[config.mk]
export PLATFORM = sky130hd
export DESIGN_NAME = phy_status_and_ident_regs
export DESIGN_NICKNAME = d
export VERILOG_FILES = /design/src/hdl/phy_regs_pkg.sv /design/src/hdl/phy_status_and_ident_regs.sv /design/src/hdl/status_latch.sv /design/src/hdl/phy_ident_rom.sv
export SDC_FILE = /design/constraint.sdc
export NUM_CORES = 1
export LEC_CHECK = 0
export ABC_AREA = 1
export BUFFER_PORTS_ARGS = -buffer_cell sky130_fd_sc_hd__buf_2
export CORE_MARGIN = 2
export CORE_UTILIZATION = 39
export DETAILED_ROUTE_END_ITERATION = 10
export GPL_ROUTABILITY_DRIVEN = 0
export GPL_TIMING_DRIVEN = 0
export PLACE_DENSITY = 0.86
export SLEW_MARGIN = 10
export SYNTH_ARGS = -nofsm -noshare
export SYNTH_HDL_FRONTEND = slang
export SYNTH_SLANG_ARGS = --single-unit
[constraint.sdc]
create_clock -name clk -period 2.46 [get_ports clk]
set_clock_uncertainty 0.15 [all_clocks]
set_input_delay 0.246 -clock clk [delete_from_list [all_inputs] [get_ports clk]]
set_output_delay 0.246 -clock clk [all_outputs]
set_load 0.01 [all_outputs]
[src/hdl/phy_regs_pkg.sv]
// Register map, field layout and carrier types of the PHY status block
package phy_regs_pkg;

  // ----------------------------------------------------------------
  // Register offsets
  // ----------------------------------------------------------------
  localparam logic [7:0] STATUS_OFS = 8'h84;
  localparam logic [7:0] IDENT_HIGH_OFS = 8'h88;
  localparam logic [7:0] IDENT_LOW_OFS = 8'h8C;

  // ----------------------------------------------------------------
  // Status register bit positions
  // ----------------------------------------------------------------
  localparam int BIT_PREAMBLE_SUPP = 6;
  localparam int BIT_AN_DONE = 5;
  localparam int BIT_REMOTE_FAULT = 4;
  localparam int BIT_AN_ABLE = 3;
  localparam int BIT_LINK_UP = 2;
  localparam int BIT_JABBER = 1;
  localparam int BIT_EXT_CAPABLE = 0;

  // ----------------------------------------------------------------
  // Reset and idle values
  // ----------------------------------------------------------------
  localparam logic [15:0] STATUS_RESET = 16'h0049;
  localparam logic [15:0] DATA_ZERO = 16'h0000;

  // ----------------------------------------------------------------
  // Identifier field layout
  // ----------------------------------------------------------------
  localparam int ORG_HIGH_FIRST = 3;
  localparam int ORG_HIGH_COUNT = 16;
  localparam int ORG_LOW_FIRST = 19;
  localparam int ORG_LOW_COUNT = 6;
  localparam int ORG_LOW_TOP = 15;
  localparam int MODEL_MSB = 9;
  localparam int MODEL_LSB = 4;
  localparam int REV_MSB = 3;
  localparam int REV_LSB = 0;

  // Arbitrary identity values, not those of any real part
  localparam logic [23:0] ORG_ID_DEFAULT = 24'h00A5A4;
  localparam logic [5:0] MODEL_DEFAULT = 6'h15;
  localparam logic [3:0] REV_DEFAULT = 4'h3;

  // ----------------------------------------------------------------
  // Carriers
  // ----------------------------------------------------------------
  typedef struct packed {
    logic rd;
    logic wr;
    logic [7:0] addr;
    logic [15:0] wdata;
  } mgmt_req_t;

  typedef struct packed {
    logic an_complete;
    logic far_end_fault;
    logic lp_remote_fault;
    logic link_good;
    logic jabber;
  } phy_events_t;

endpackage

[src/hdl/phy_status_and_ident_regs.sv]
// Basic status low bits and identifier registers of the PHY
`timescale 1ns/10ps
`default_nettype none

// What this block does
// - Status bit 6 reads 1: management works with preamble suppressed.
// - Status bit 5 shows auto-negotiation complete; resets to 0.
// - Status bit 4 latches high on far-end or partner fault until read.
// - Status bit 3 always reads 1: auto-negotiation able.
// - Status bit 2 shows valid link at 10 or 100; resets to 0.
// - Link bit latches low; returns high only with good link and a read.
// - Status bit 1 latches high on jabber until read or reset.
// - Jabber bit has meaning only in 10 Mb/s mode.
// - Status bit 0 always reads 1: extended registers present.
// - Two registers carry a 32-bit organization, model, revision ident.
// - Ident high at 88h returns organization bits 3 to 18.
// - Ident low bits 15:10 return organization bits 19 to 24.
// - Ident low bits 9:4 return six-bit model, msb at bit 9.
// - Ident low bits 3:0 return four-bit revision, msb at bit 3.
// - Both ident registers are 16-bit read-only; writes change nothing.
module phy_status_and_ident_regs #(
  // Arbitrary identity values
  parameter logic [23:0] ORG_ID = phy_regs_pkg::ORG_ID_DEFAULT,
  parameter logic [5:0] MODEL = phy_regs_pkg::MODEL_DEFAULT,
  parameter logic [3:0] REV = phy_regs_pkg::REV_DEFAULT
) (
  // Clock and reset
  input wire logic clk,
  input wire logic sys_rst,
  // Management access
  input wire phy_regs_pkg::mgmt_req_t req,
  output logic [15:0] rdata_q,
  output logic rvalid_q,
  // Line conditions
  input wire phy_regs_pkg::phy_events_t ev
);

  // ----------------------------------------------------------------
  // Decode
  // ----------------------------------------------------------------
  logic st_rd;
  logic idh_rd;
  logic idl_rd;
  logic [15:0] id_high;
  logic [15:0] id_low;
  logic [15:0] status_word;
  logic [15:0] rdata_d;
  logic an_done_q;
  logic rfault_q;
  logic link_q;
  logic jabber_q;

  assign st_rd = req.rd && (req.addr == phy_regs_pkg::STATUS_OFS);
  assign idh_rd = req.rd && (req.addr == phy_regs_pkg::IDENT_HIGH_OFS);
  assign idl_rd = req.rd && (req.addr == phy_regs_pkg::IDENT_LOW_OFS);

  // ----------------------------------------------------------------
  // Status sources
  // ----------------------------------------------------------------
  always_ff @(posedge clk) begin
    if (sys_rst) begin
      an_done_q <= 1'b0;
    end else begin
      an_done_q <= ev.an_complete;
    end
  end

  // Either fault source latches the bit
  status_latch #(.LATCH_LOW(1'b0)) u_rfault (
    .clk(clk),
    .sys_rst(sys_rst),
    .cond(ev.far_end_fault | ev.lp_remote_fault),
    .rd_clr(st_rd),
    .q(rfault_q)
  );

  // Link drops at once, rises only through a read
  status_latch #(.LATCH_LOW(1'b1)) u_link (
    .clk(clk),
    .sys_rst(sys_rst),
    .cond(ev.link_good),
    .rd_clr(st_rd),
    .q(link_q)
  );

  // Latched in any mode; software ignores it outside 10 Mb/s
  status_latch #(.LATCH_LOW(1'b0)) u_jabber (
    .clk(clk),
    .sys_rst(sys_rst),
    .cond(ev.jabber),
    .rd_clr(st_rd),
    .q(jabber_q)
  );

  // ----------------------------------------------------------------
  // Identifier words
  // ----------------------------------------------------------------
  phy_ident_rom #(
    .ORG_ID(ORG_ID),
    .MODEL(MODEL),
    .REV(REV)
  ) u_ident (
    .id_high(id_high),
    .id_low(id_low)
  );

  // ----------------------------------------------------------------
  // Read mux
  // ----------------------------------------------------------------
  always_comb begin
    status_word = phy_regs_pkg::STATUS_RESET;
    status_word[phy_regs_pkg::BIT_AN_DONE] = an_done_q;
    status_word[phy_regs_pkg::BIT_REMOTE_FAULT] = rfault_q;
    status_word[phy_regs_pkg::BIT_LINK_UP] = link_q;
    status_word[phy_regs_pkg::BIT_JABBER] = jabber_q;
  end

  always_comb begin
    if (st_rd) begin
      rdata_d = status_word;
    end else if (idh_rd) begin
      rdata_d = id_high;
    end else if (idl_rd) begin
      rdata_d = id_low;
    end else begin
      rdata_d = phy_regs_pkg::DATA_ZERO;
    end
  end

  // Writes are not decoded: every register here is read-only
  always_ff @(posedge clk) begin
    if (sys_rst) begin
      rdata_q <= phy_regs_pkg::DATA_ZERO;
      rvalid_q <= 1'b0;
    end else begin
      rdata_q <= rdata_d;
      rvalid_q <= req.rd;
    end
  end

  // ----------------------------------------------------------------
  // Checks
  // ----------------------------------------------------------------
  // Expected identifier fields, rebuilt from the identity parameters
  logic [15:0] chk_org_high;
  logic [5:0] chk_org_low;

  always_comb begin
    chk_org_high = {<<{ORG_ID[phy_regs_pkg::ORG_HIGH_FIRST - 1 +:
      phy_regs_pkg::ORG_HIGH_COUNT]}};
    chk_org_low = {<<{ORG_ID[phy_regs_pkg::ORG_LOW_FIRST - 1 +:
      phy_regs_pkg::ORG_LOW_COUNT]}};
  end
endmodule

`default_nettype wire

[src/hdl/status_latch.sv]
// One latching status bit, latch-high or latch-low, cleared by a read
`timescale 1ns/10ps
`default_nettype none

module status_latch #(
  parameter logic LATCH_LOW = 1'b0
) (
  // Clock and reset
  input wire logic clk,
  input wire logic sys_rst,
  // Condition and read clear
  input wire logic cond,
  input wire logic rd_clr,
  // Latched state
  output logic q
);

  // ----------------------------------------------------------------
  // Latch
  // ----------------------------------------------------------------
  always_ff @(posedge clk) begin
    if (sys_rst) begin
      q <= 1'b0;
    end else if (LATCH_LOW) begin
      // Failure wins over the read
      q <= rd_clr ? cond : (q & cond);
    end else begin
      // Set wins over the read clear
      q <= cond | (q & ~rd_clr);
    end
  end

endmodule

`default_nettype wire

[src/hdl/phy_ident_rom.sv]
// Fixed identifier words assembled from identity parameters
`timescale 1ns/10ps
`default_nettype none

module phy_ident_rom #(
  parameter logic [23:0] ORG_ID = phy_regs_pkg::ORG_ID_DEFAULT,
  parameter logic [5:0] MODEL = phy_regs_pkg::MODEL_DEFAULT,
  parameter logic [3:0] REV = phy_regs_pkg::REV_DEFAULT
) (
  // Identifier words
  output wire logic [15:0] id_high,
  output wire logic [15:0] id_low
);

  // ----------------------------------------------------------------
  // Organization bits, first bit at the top of each field
  // ----------------------------------------------------------------
  genvar i;
  for (i = 0; i < phy_regs_pkg::ORG_HIGH_COUNT; i++) begin : g_high
    assign id_high[15 - i] = ORG_ID[phy_regs_pkg::ORG_HIGH_FIRST - 1 + i];
  end
  for (i = 0; i < phy_regs_pkg::ORG_LOW_COUNT; i++) begin : g_low
    assign id_low[phy_regs_pkg::ORG_LOW_TOP - i] =
      ORG_ID[phy_regs_pkg::ORG_LOW_FIRST - 1 + i];
  end

  // ----------------------------------------------------------------
  // Model and revision
  // ----------------------------------------------------------------
  assign id_low[phy_regs_pkg::MODEL_MSB:phy_regs_pkg::MODEL_LSB] = MODEL;
  assign id_low[phy_regs_pkg::REV_MSB:phy_regs_pkg::REV_LSB] = REV;

endmodule

`default_nettype wire

==> results of run 1 <==
worst register-to-register path, delay by kind of cell (launching register included):
family	cells	cell delay (ps)
DFF	1	320
and+or+nand+nor	1	60
AOI/OAI and AO/OA	1	180
power breakdown:
group | leakage (nW) | internal, mW | switching, mW
Combinational | 0.334 | 0.0186 | 0.0230
Sequential | 0.106 | 0.215 | 0.00212
Clock | 0.0150 | 0.0626 | 0.0643
Total | 0.455 | 0.296 | 0.0894
cell families after synthesis:
kind of cell    after synthesis  synth area share (%)
compound gates                4                  5.35
buf+inv                      23                  20.1
flops                        13                  44.5
other cells                   1                 0.642
simple gates                 33                  29.3
layer usage:
metal | part of all wire (%) | wire (um) | vias up | global-route usage, %
met3 | 13 | 123 | 0 | 5.11
met2 | 48 | 460 | 24 | 22.1
li1 | - | - | 282 | -
met1 | 39 | 374 | 215 | 13.4
met4 | 0 | 0 | 0 | 3.75
met5 | 0 | 0 | - | 0
sequential cells by signal (all words and copies together) (netlist names):
signal and cells:
an_done_q 1, rdata_q 8, rvalid_q 1, u_jabber.q 1
u_link.q 1, u_rfault.q 1
final cells by class:
type / count / area share (%)
Buffer: 9 / 8.37
Inverter: 14 / 6.76
Timing Repair Buffer: 28 / 18.0
Sequential cell: 13 / 33.5
Multi-Input combinational cell: 40 / 27.5
Tap cell: 15 / 2.42
Clock buffer: 4 / 3.38
per-stage QoR:
stage	setup WS (ps)	utilization (%)	std cells	hold WS, ps
after detailed placement	1300	55.6	119	268
final	1160	57.6	123	14.7
after CTS	1130	57.6	123	11.0
after global placement	1310	55.6	119	265
after floorplan	1480	-	76	203
after global routing	1090	57.6	123	28.1
worst max-delay path by stage:
stage | slack, ps | end | start | depth (start not counted)
2_1_floorplan | 1480 | u_rfault.q | req[17] | 6
3_3_place_gp | 1310 | u_rfault.q | req[17] | 7
3_5_place_dp | 1300 | u_rfault.q | req[21] | 7
4_1_cts | 1130 | rdata_q[12] | rdata_q[12] | 2
5_1_grt | 1090 | rdata_q[12] | rdata_q[12] | 2
6_report | 1160 | rdata_q[12] | rdata_q[12] | 2
cells in the mapped netlist:
| master | n |
|---|---|
| nand3_4 | 1 |
| nor2_4 | 1 |
| o21ai_0 | 1 |
| inv_1 | 12 |
| nor2_2 | 1 |
| nor2_1 | 9 |
| nand3_1 | 3 |
| buf_4 | 8 |
| a21oi_2 | 2 |
| conb_1 | 1 |
| dfxtp_1 | 13 |
| nand4_1 | 2 |
| o2111ai_1 | 1 |
| nand2_1 | 13 |
| buf_2 | 1 |
| inv_2 | 2 |
| nand2_2 | 1 |
| nor3_2 | 2 |
==> flow_summary.ini, run 1 <==
[critical_path]
critPathLaunchType = flop
crit_chain = buf_4 > buf_2
critPathRequiredTime_ps = 2060
cp_data_arrival_time_ps = 910
reg2reg_from = u_jabber.q
worstSetupPathType = reg -> out
cp_top_family = flip-flops
crit_slowest_cell = dfxtp_1
reg2reg_depth = 2
crit_fanout = 5
r2r_slack_ps = 1630
cpPeakStageDelay_ps = 400
r2r-end = rdata_q[1]
worstSetupEndpointType = primary output
path_buf_inv = 2

[floorplanning]
initial_utilization_pct = 43.3
fp.coreArea_um2 = 1350
fp.dieArea_um2 = 1820
die_w_um = 42.7
io_pins = 50
die_h_um = 42.7
row_count = 13

[placement]
place_hpwl_um = 838
placed_cell_area_um2 = 751
port_buffers = 28

[min_path]
min_delay_worst_endpoint = u_jabber.q
hold_path_depth = 3
hp-class = in -> reg
hold_start = ev[0]

[flow_run]
max-cap-violations = 0

[timing]
final.min_clock_period_ps = 1300
tns_ps = 0
rsz0062_at_grt = false
hold_violations = 0
finalCritPeriodShare_pct = 53.0
timing.fmax_mhz = 767
setup-violations-final = 0
slew_viol_final = 0

[synth]
synth.distinct_cells = 18
yosysWarnings = 0
synth.top_cells.by_area = dfxtp_1 (45%), buf_4 (10%), nand2_1 (8.4%)
syn_inst = 74
synth.avg_cell_area_um2 = 7.90
yosys.area.top_type = dfxtp_1
ys_ff_latch = 13
ys_seq_area_share_pct = 44.5
syn-cell-area_um2 = 584
synth_top_area_share_pct = 44.5

[detailed_routing]
vias = 521
viasPerCell = 4.24
totalWireLength_um = 959
drc_errors = 0
routedWlPerCell_um = 7.80
drt_iter0_drc = 1
firstDrtPassIters = 3
ant_nets = 0

[layout]
mostFrequentLayoutCells = buf_2 (29), nand2_1 (13), dfxtp_1 (13)
area_growth_syn_to_layout_pct = 33.0
layout.nets = 142
multi_input_area_um2 = 214
diodes = 0
seqCellArea_um2 = 260
fill_cells = 131
final_layout_size_suffix_gt1_share_pct = 46.3
design_area_um2 = 777
mostFrequentLayoutCell = buf_2

[clock_network]
cts_tree = built
cts_resized = 0
post_cts_buffers = 0
clock_latency_ps = 270
root_buffer = clkbuf_4
clkSlewWorstSetupHoldPaths_ps = 80
holdBufCountCts = 0
htree_levels = 1
cts_buffer_depth = 2
cts_buffers = 3
cts_sinks = 13

[global_route]
grtUsageTotal_pct = 12.5
grt_pass1_vias = 491
grt_max_degree = 10
grt_pass1_wl_um = 1770
overflow = 0
antenna_found_initial = 0

[power_and_ir_drop]
power_density_nw_per_um2 = 497
total_power_mw = 0.386
p_leak_nw = 0.455
ir_worst_vdd_uv = 258

[run_status]
status = finished clean
Power figures use the tool's default switching activity.
==> inputs of run 2 (changes only) <==
Settings changed: CORE_UTILIZATION 39 to 36, PLACE_DENSITY 0.86 to 0.8.
Clock period 2.46 ns to 1.3 ns, I/O delays scaled along.
==> flow_summary.ini, run 2 (synthesis results as in run 1) <==
[clock_network]
cts_buffer_depth = 2
htree_levels = 1
cts_resized = 0
cts_sinks = 13
post_cts_buffers = 0
clock_latency_ps = 270
holdBufCountCts = 8
cts_tree = built
clkSlewWorstSetupHoldPaths_ps = 70
cts_buffers = 3
root_buffer = clkbuf_4

[critical_path]
reg2reg_depth = 2
r2r_slack_ps = 480
critPathRequiredTime_ps = 1320
reg2reg_from = u_jabber.q
cp_data_arrival_time_ps = 1230
crit_fanout = 6
worstSetupEndpointType = flop
r2r-end = rdata_q[1]
critPathLaunchType = input pin
worstSetupPathType = in -> reg

[power_and_ir_drop]
total_power_mw = 0.744
p_leak_nw = 0.489
power_density_nw_per_um2 = 867
ir_worst_vdd_uv = 586

[flow_run]
max-cap-violations = 0

[detailed_routing]
routedWlPerCell_um = 8.01
met1Wirelength_um = 415
drc_errors = 0
firstDrtPassIters = 1
maxUsedRoutingLayer = met4
wl_met2_um = 556
wl_met3_um = 82
vias = 540
totalWireLength_um = 1060
viasPerCell = 4.09
ant_nets = 0
drt_iter0_drc = 0

[timing]
tns_ps = 0
setup-violations-final = 0
hold_violations = 0
timing.fmax_mhz = 821
finalCritPeriodShare_pct = 93.7
slew_viol_final = 0
rsz0062_at_grt = false
final.min_clock_period_ps = 1220

[layout]
fin_util_pct = 57.0
layout.nets = 150
regMostFlops = rdata_q
mostFrequentLayoutCell = buf_2
largest_reg_flops = 8
mostFrequentLayoutCells = buf_2 (29), nand2_1 (13), dfxtp_1 (13)
final_layout_size_suffix_gt1_share_pct = 43.1
diodes = 0
area_growth_syn_to_layout_pct = 46.9

[global_route]
antenna_found_initial = 0
grtUsageTotal_pct = 12.1
grt_pass1_wl_um = 1660
grt_max_degree = 10
overflow = 0
grt_pass1_vias = 452

[placement]
place_hpwl_um = 818
port_buffers = 28

[run_status]
status = finished clean

[floorplanning]
initial_utilization_pct = 38.8
fp.dieArea_um2 = 1960
fp.coreArea_um2 = 1510
io_pins = 50
die_h_um = 44.3
row_count = 14
die_w_um = 44.3

[min_path]
hp-class = in -> reg
min_delay_worst_endpoint = rdata_q[1]
hold_start = req[16]
hold_path_depth = 4
run 2: changes by cell type in the layout (fill, tap and decap cells not counted):
cell           previous run  this run
dlygate4sd3_1             0         8
run 2: how the worst max path moves through the flow:
stage,end,from,cells after the start
after floorplan,u_rfault.q,req[17],6
after global placement,u_rfault.q,req[17],7
final,u_rfault.q,req[25],7
after CTS,u_rfault.q,req[18],7
after global routing,u_jabber.q,req[25],7
after detailed placement,u_rfault.q,req[17],7
run 2: report_power, final:
group | leakage (nW) | internal (mW) | switching [mW]
logic | 0.368 | 0.0508 | 0.0468
clock network | 0.0150 | 0.119 | 0.116
registers | 0.106 | 0.407 | 0.00415
run 2: routing by layer:
| metal | track usage (%) | up-vias |
|---|---|---|
| li1 | - | 294 |
| met1 | 11.1 | 222 |
| met2 | 22.1 | 22 |
| met3 | 7.35 | 2 |
| met4 | 3.64 | 0 |
| met5 | 0 | - |
run 2: final cells by class:
class                           count  area (um^2)
Timing Repair Buffer               36          220
Sequential cell                    13          260
Clock buffer                        4         26.3
Buffer                              9         65.1
Multi-Input combinational cell     40          214
Inverter                           14         52.6
Tap cell                           16         20.0
Fill cell                         153          648
run 2: worst max-delay path, cell delays in order:
cell and delay (ps):
dlygate4sd3_1 530, buf_2 110, nand2_1 40, inv_1 150, nand3_4 140, nand3_1 90, nand2_1 40
run 2: metrics by stage:
stage	hold slack, ps	worst slack (ps)	cells	cell area, um^2
detailed placement	181	248	120	752
global placement	178	268	120	752
finish	21.1	81.8	132	858
CTS	19.2	90.5	132	858
floorplan	87.0	439	76	592
global route	11.3	14.5	132	858
==> inputs of run 3 (changes only) <==
Settings changed: CORE_MARGIN 2 to 3.
==> flow_summary.ini, run 3 (synthesis results as in run 1) <==
[run_status]
status = finished clean

[layout]
layout.cells.non_filler = 131
largest_reg_flops = 8
regMostFlops = rdata_q
layout.nets = 150
mostFrequentLayoutCell = buf_2
area_growth_syn_to_layout_pct = 46.7
diodes = 0
final_layout_size_suffix_gt1_share_pct = 44.0
mostFrequentLayoutCells = buf_2 (29), nand2_1 (13), dfxtp_1 (13)

[critical_path]
cp_top_family = flip-flops
critPathLaunchType = flop
cp_data_arrival_time_ps = 900
worstSetupEndpointType = primary output
crit_slowest_cell = dfxtp_1
crit_fanout = 5
cpPeakStageDelay_ps = 390
path_buf_inv = 2
worstSetupPathType = reg -> out
critPathRequiredTime_ps = 1020
crit_chain = buf_4 > buf_2

[global_route]
grt_max_degree = 10
antenna_found_initial = 0
grt_pass1_wl_um = 1970
grtUsageTotal_pct = 12.6
grt_pass1_vias = 529
overflow = 0

[floorplanning]
initial_utilization_pct = 41.3
die_h_um = 46.3
fp.dieArea_um2 = 2140
fp.coreArea_um2 = 1420
io_pins = 50
die_w_um = 46.3
row_count = 13

[detailed_routing]
firstDrtPassIters = 4
totalWireLength_um = 1270
vias = 561
routedWlPerCell_um = 9.72
drc_errors = 0
viasPerCell = 4.28
drt_iter0_drc = 11
ant_nets = 0

[clock_network]
post_cts_buffers = 0
clock_latency_ps = 270
cts_sinks = 13
cts_buffers = 3
cts_tree = built
cts_buffer_depth = 2
htree_levels = 1
root_buffer = clkbuf_4
clkSlewWorstSetupHoldPaths_ps = 80

[placement]
place_inst = 119
place_hpwl_um = 999
port_buffers = 28

[timing]
finalCritPeriodShare_pct = 90.9
final.min_clock_period_ps = 1180
timing.fmax_mhz = 846
setup-violations-final = 0
rsz0062_at_grt = false
tns_ps = 0
slew_viol_final = 0
hold_violations = 0

[min_path]
hp-class = in -> reg

[power_and_ir_drop]
total_power_mw = 0.759
power_density_nw_per_um2 = 885
p_leak_nw = 0.487
ir_worst_vdd_uv = 441

[flow_run]
max-cap-violations = 0
[run 3: changes by cell type in the layout (fill, tap and decap cells not counted)]
cell   change
inv_2      +1
inv_1      -1
[run 3: metal layers]
metal | track usage (%) | up-vias | wire length (um)
met3 | 1.17 | 0 | 51
met4 | 3.41 | 0 | 0
met2 | 25.5 | 20 | 713
met1 | 13.2 | 246 | 508
li1 | - | 295 | -
met5 | 0 | - | 0
[run 3: where the power goes]
group	internal (mW)	switching (mW)	total [mW]
combinational	0.0509	0.0490	0.100
sequential	0.407	0.00435	0.412
clock	0.118	0.128	0.247
[run 3: path summary, 6_finish.rpt]
| check | start | endpoint | cells after the start | slack, ps |
|---|---|---|---|---|
| max | rdata_q[12] | rdata_q[10] | 2 | 120 |
| min | req[16] | rdata_q[1] | 4 | 30 |
| max reg2reg | u_jabber.q | rdata_q[1] | 2 | 450 |
| min reg2reg | an_done_q | rdata_q[5] | 2 | 290 |
[run 3: layout make-up]
type,count,area [um^2]
fillers,132,558
flip-flops and latches,13,260
repair buffers,36,220
multi-input cells,40,214
plain buffers,9,65.1
inverters,14,52.6
clock buffers,4,26.3
well taps,15,18.8
[run 3: worst register-to-register path, delay by kind of cell (launching register included)]
family	cells	cell delay, ps
AOI/OAI and AO/OA	1	200
DFF	1	330
and+or+nand+nor	1	60
[run 3: per-stage QoR]
step	util, %	instance area [um^2]	setup slack, ps	hold slack [ps]
floorplan	-	592	439	87.0
global placement	53.1	751	269	177
detailed placement	53.1	751	240	189
CTS	60.6	857	69.8	29.8
global route	60.6	857	27.9	51.1
finish	60.6	857	118	28.8
[run 3: repair_timing]
item,in CTS,in global routing
hold buffers,8,0
gates resized for setup,0,1
setup endpoints to repair,0,2
hold endpoints to repair,7,0
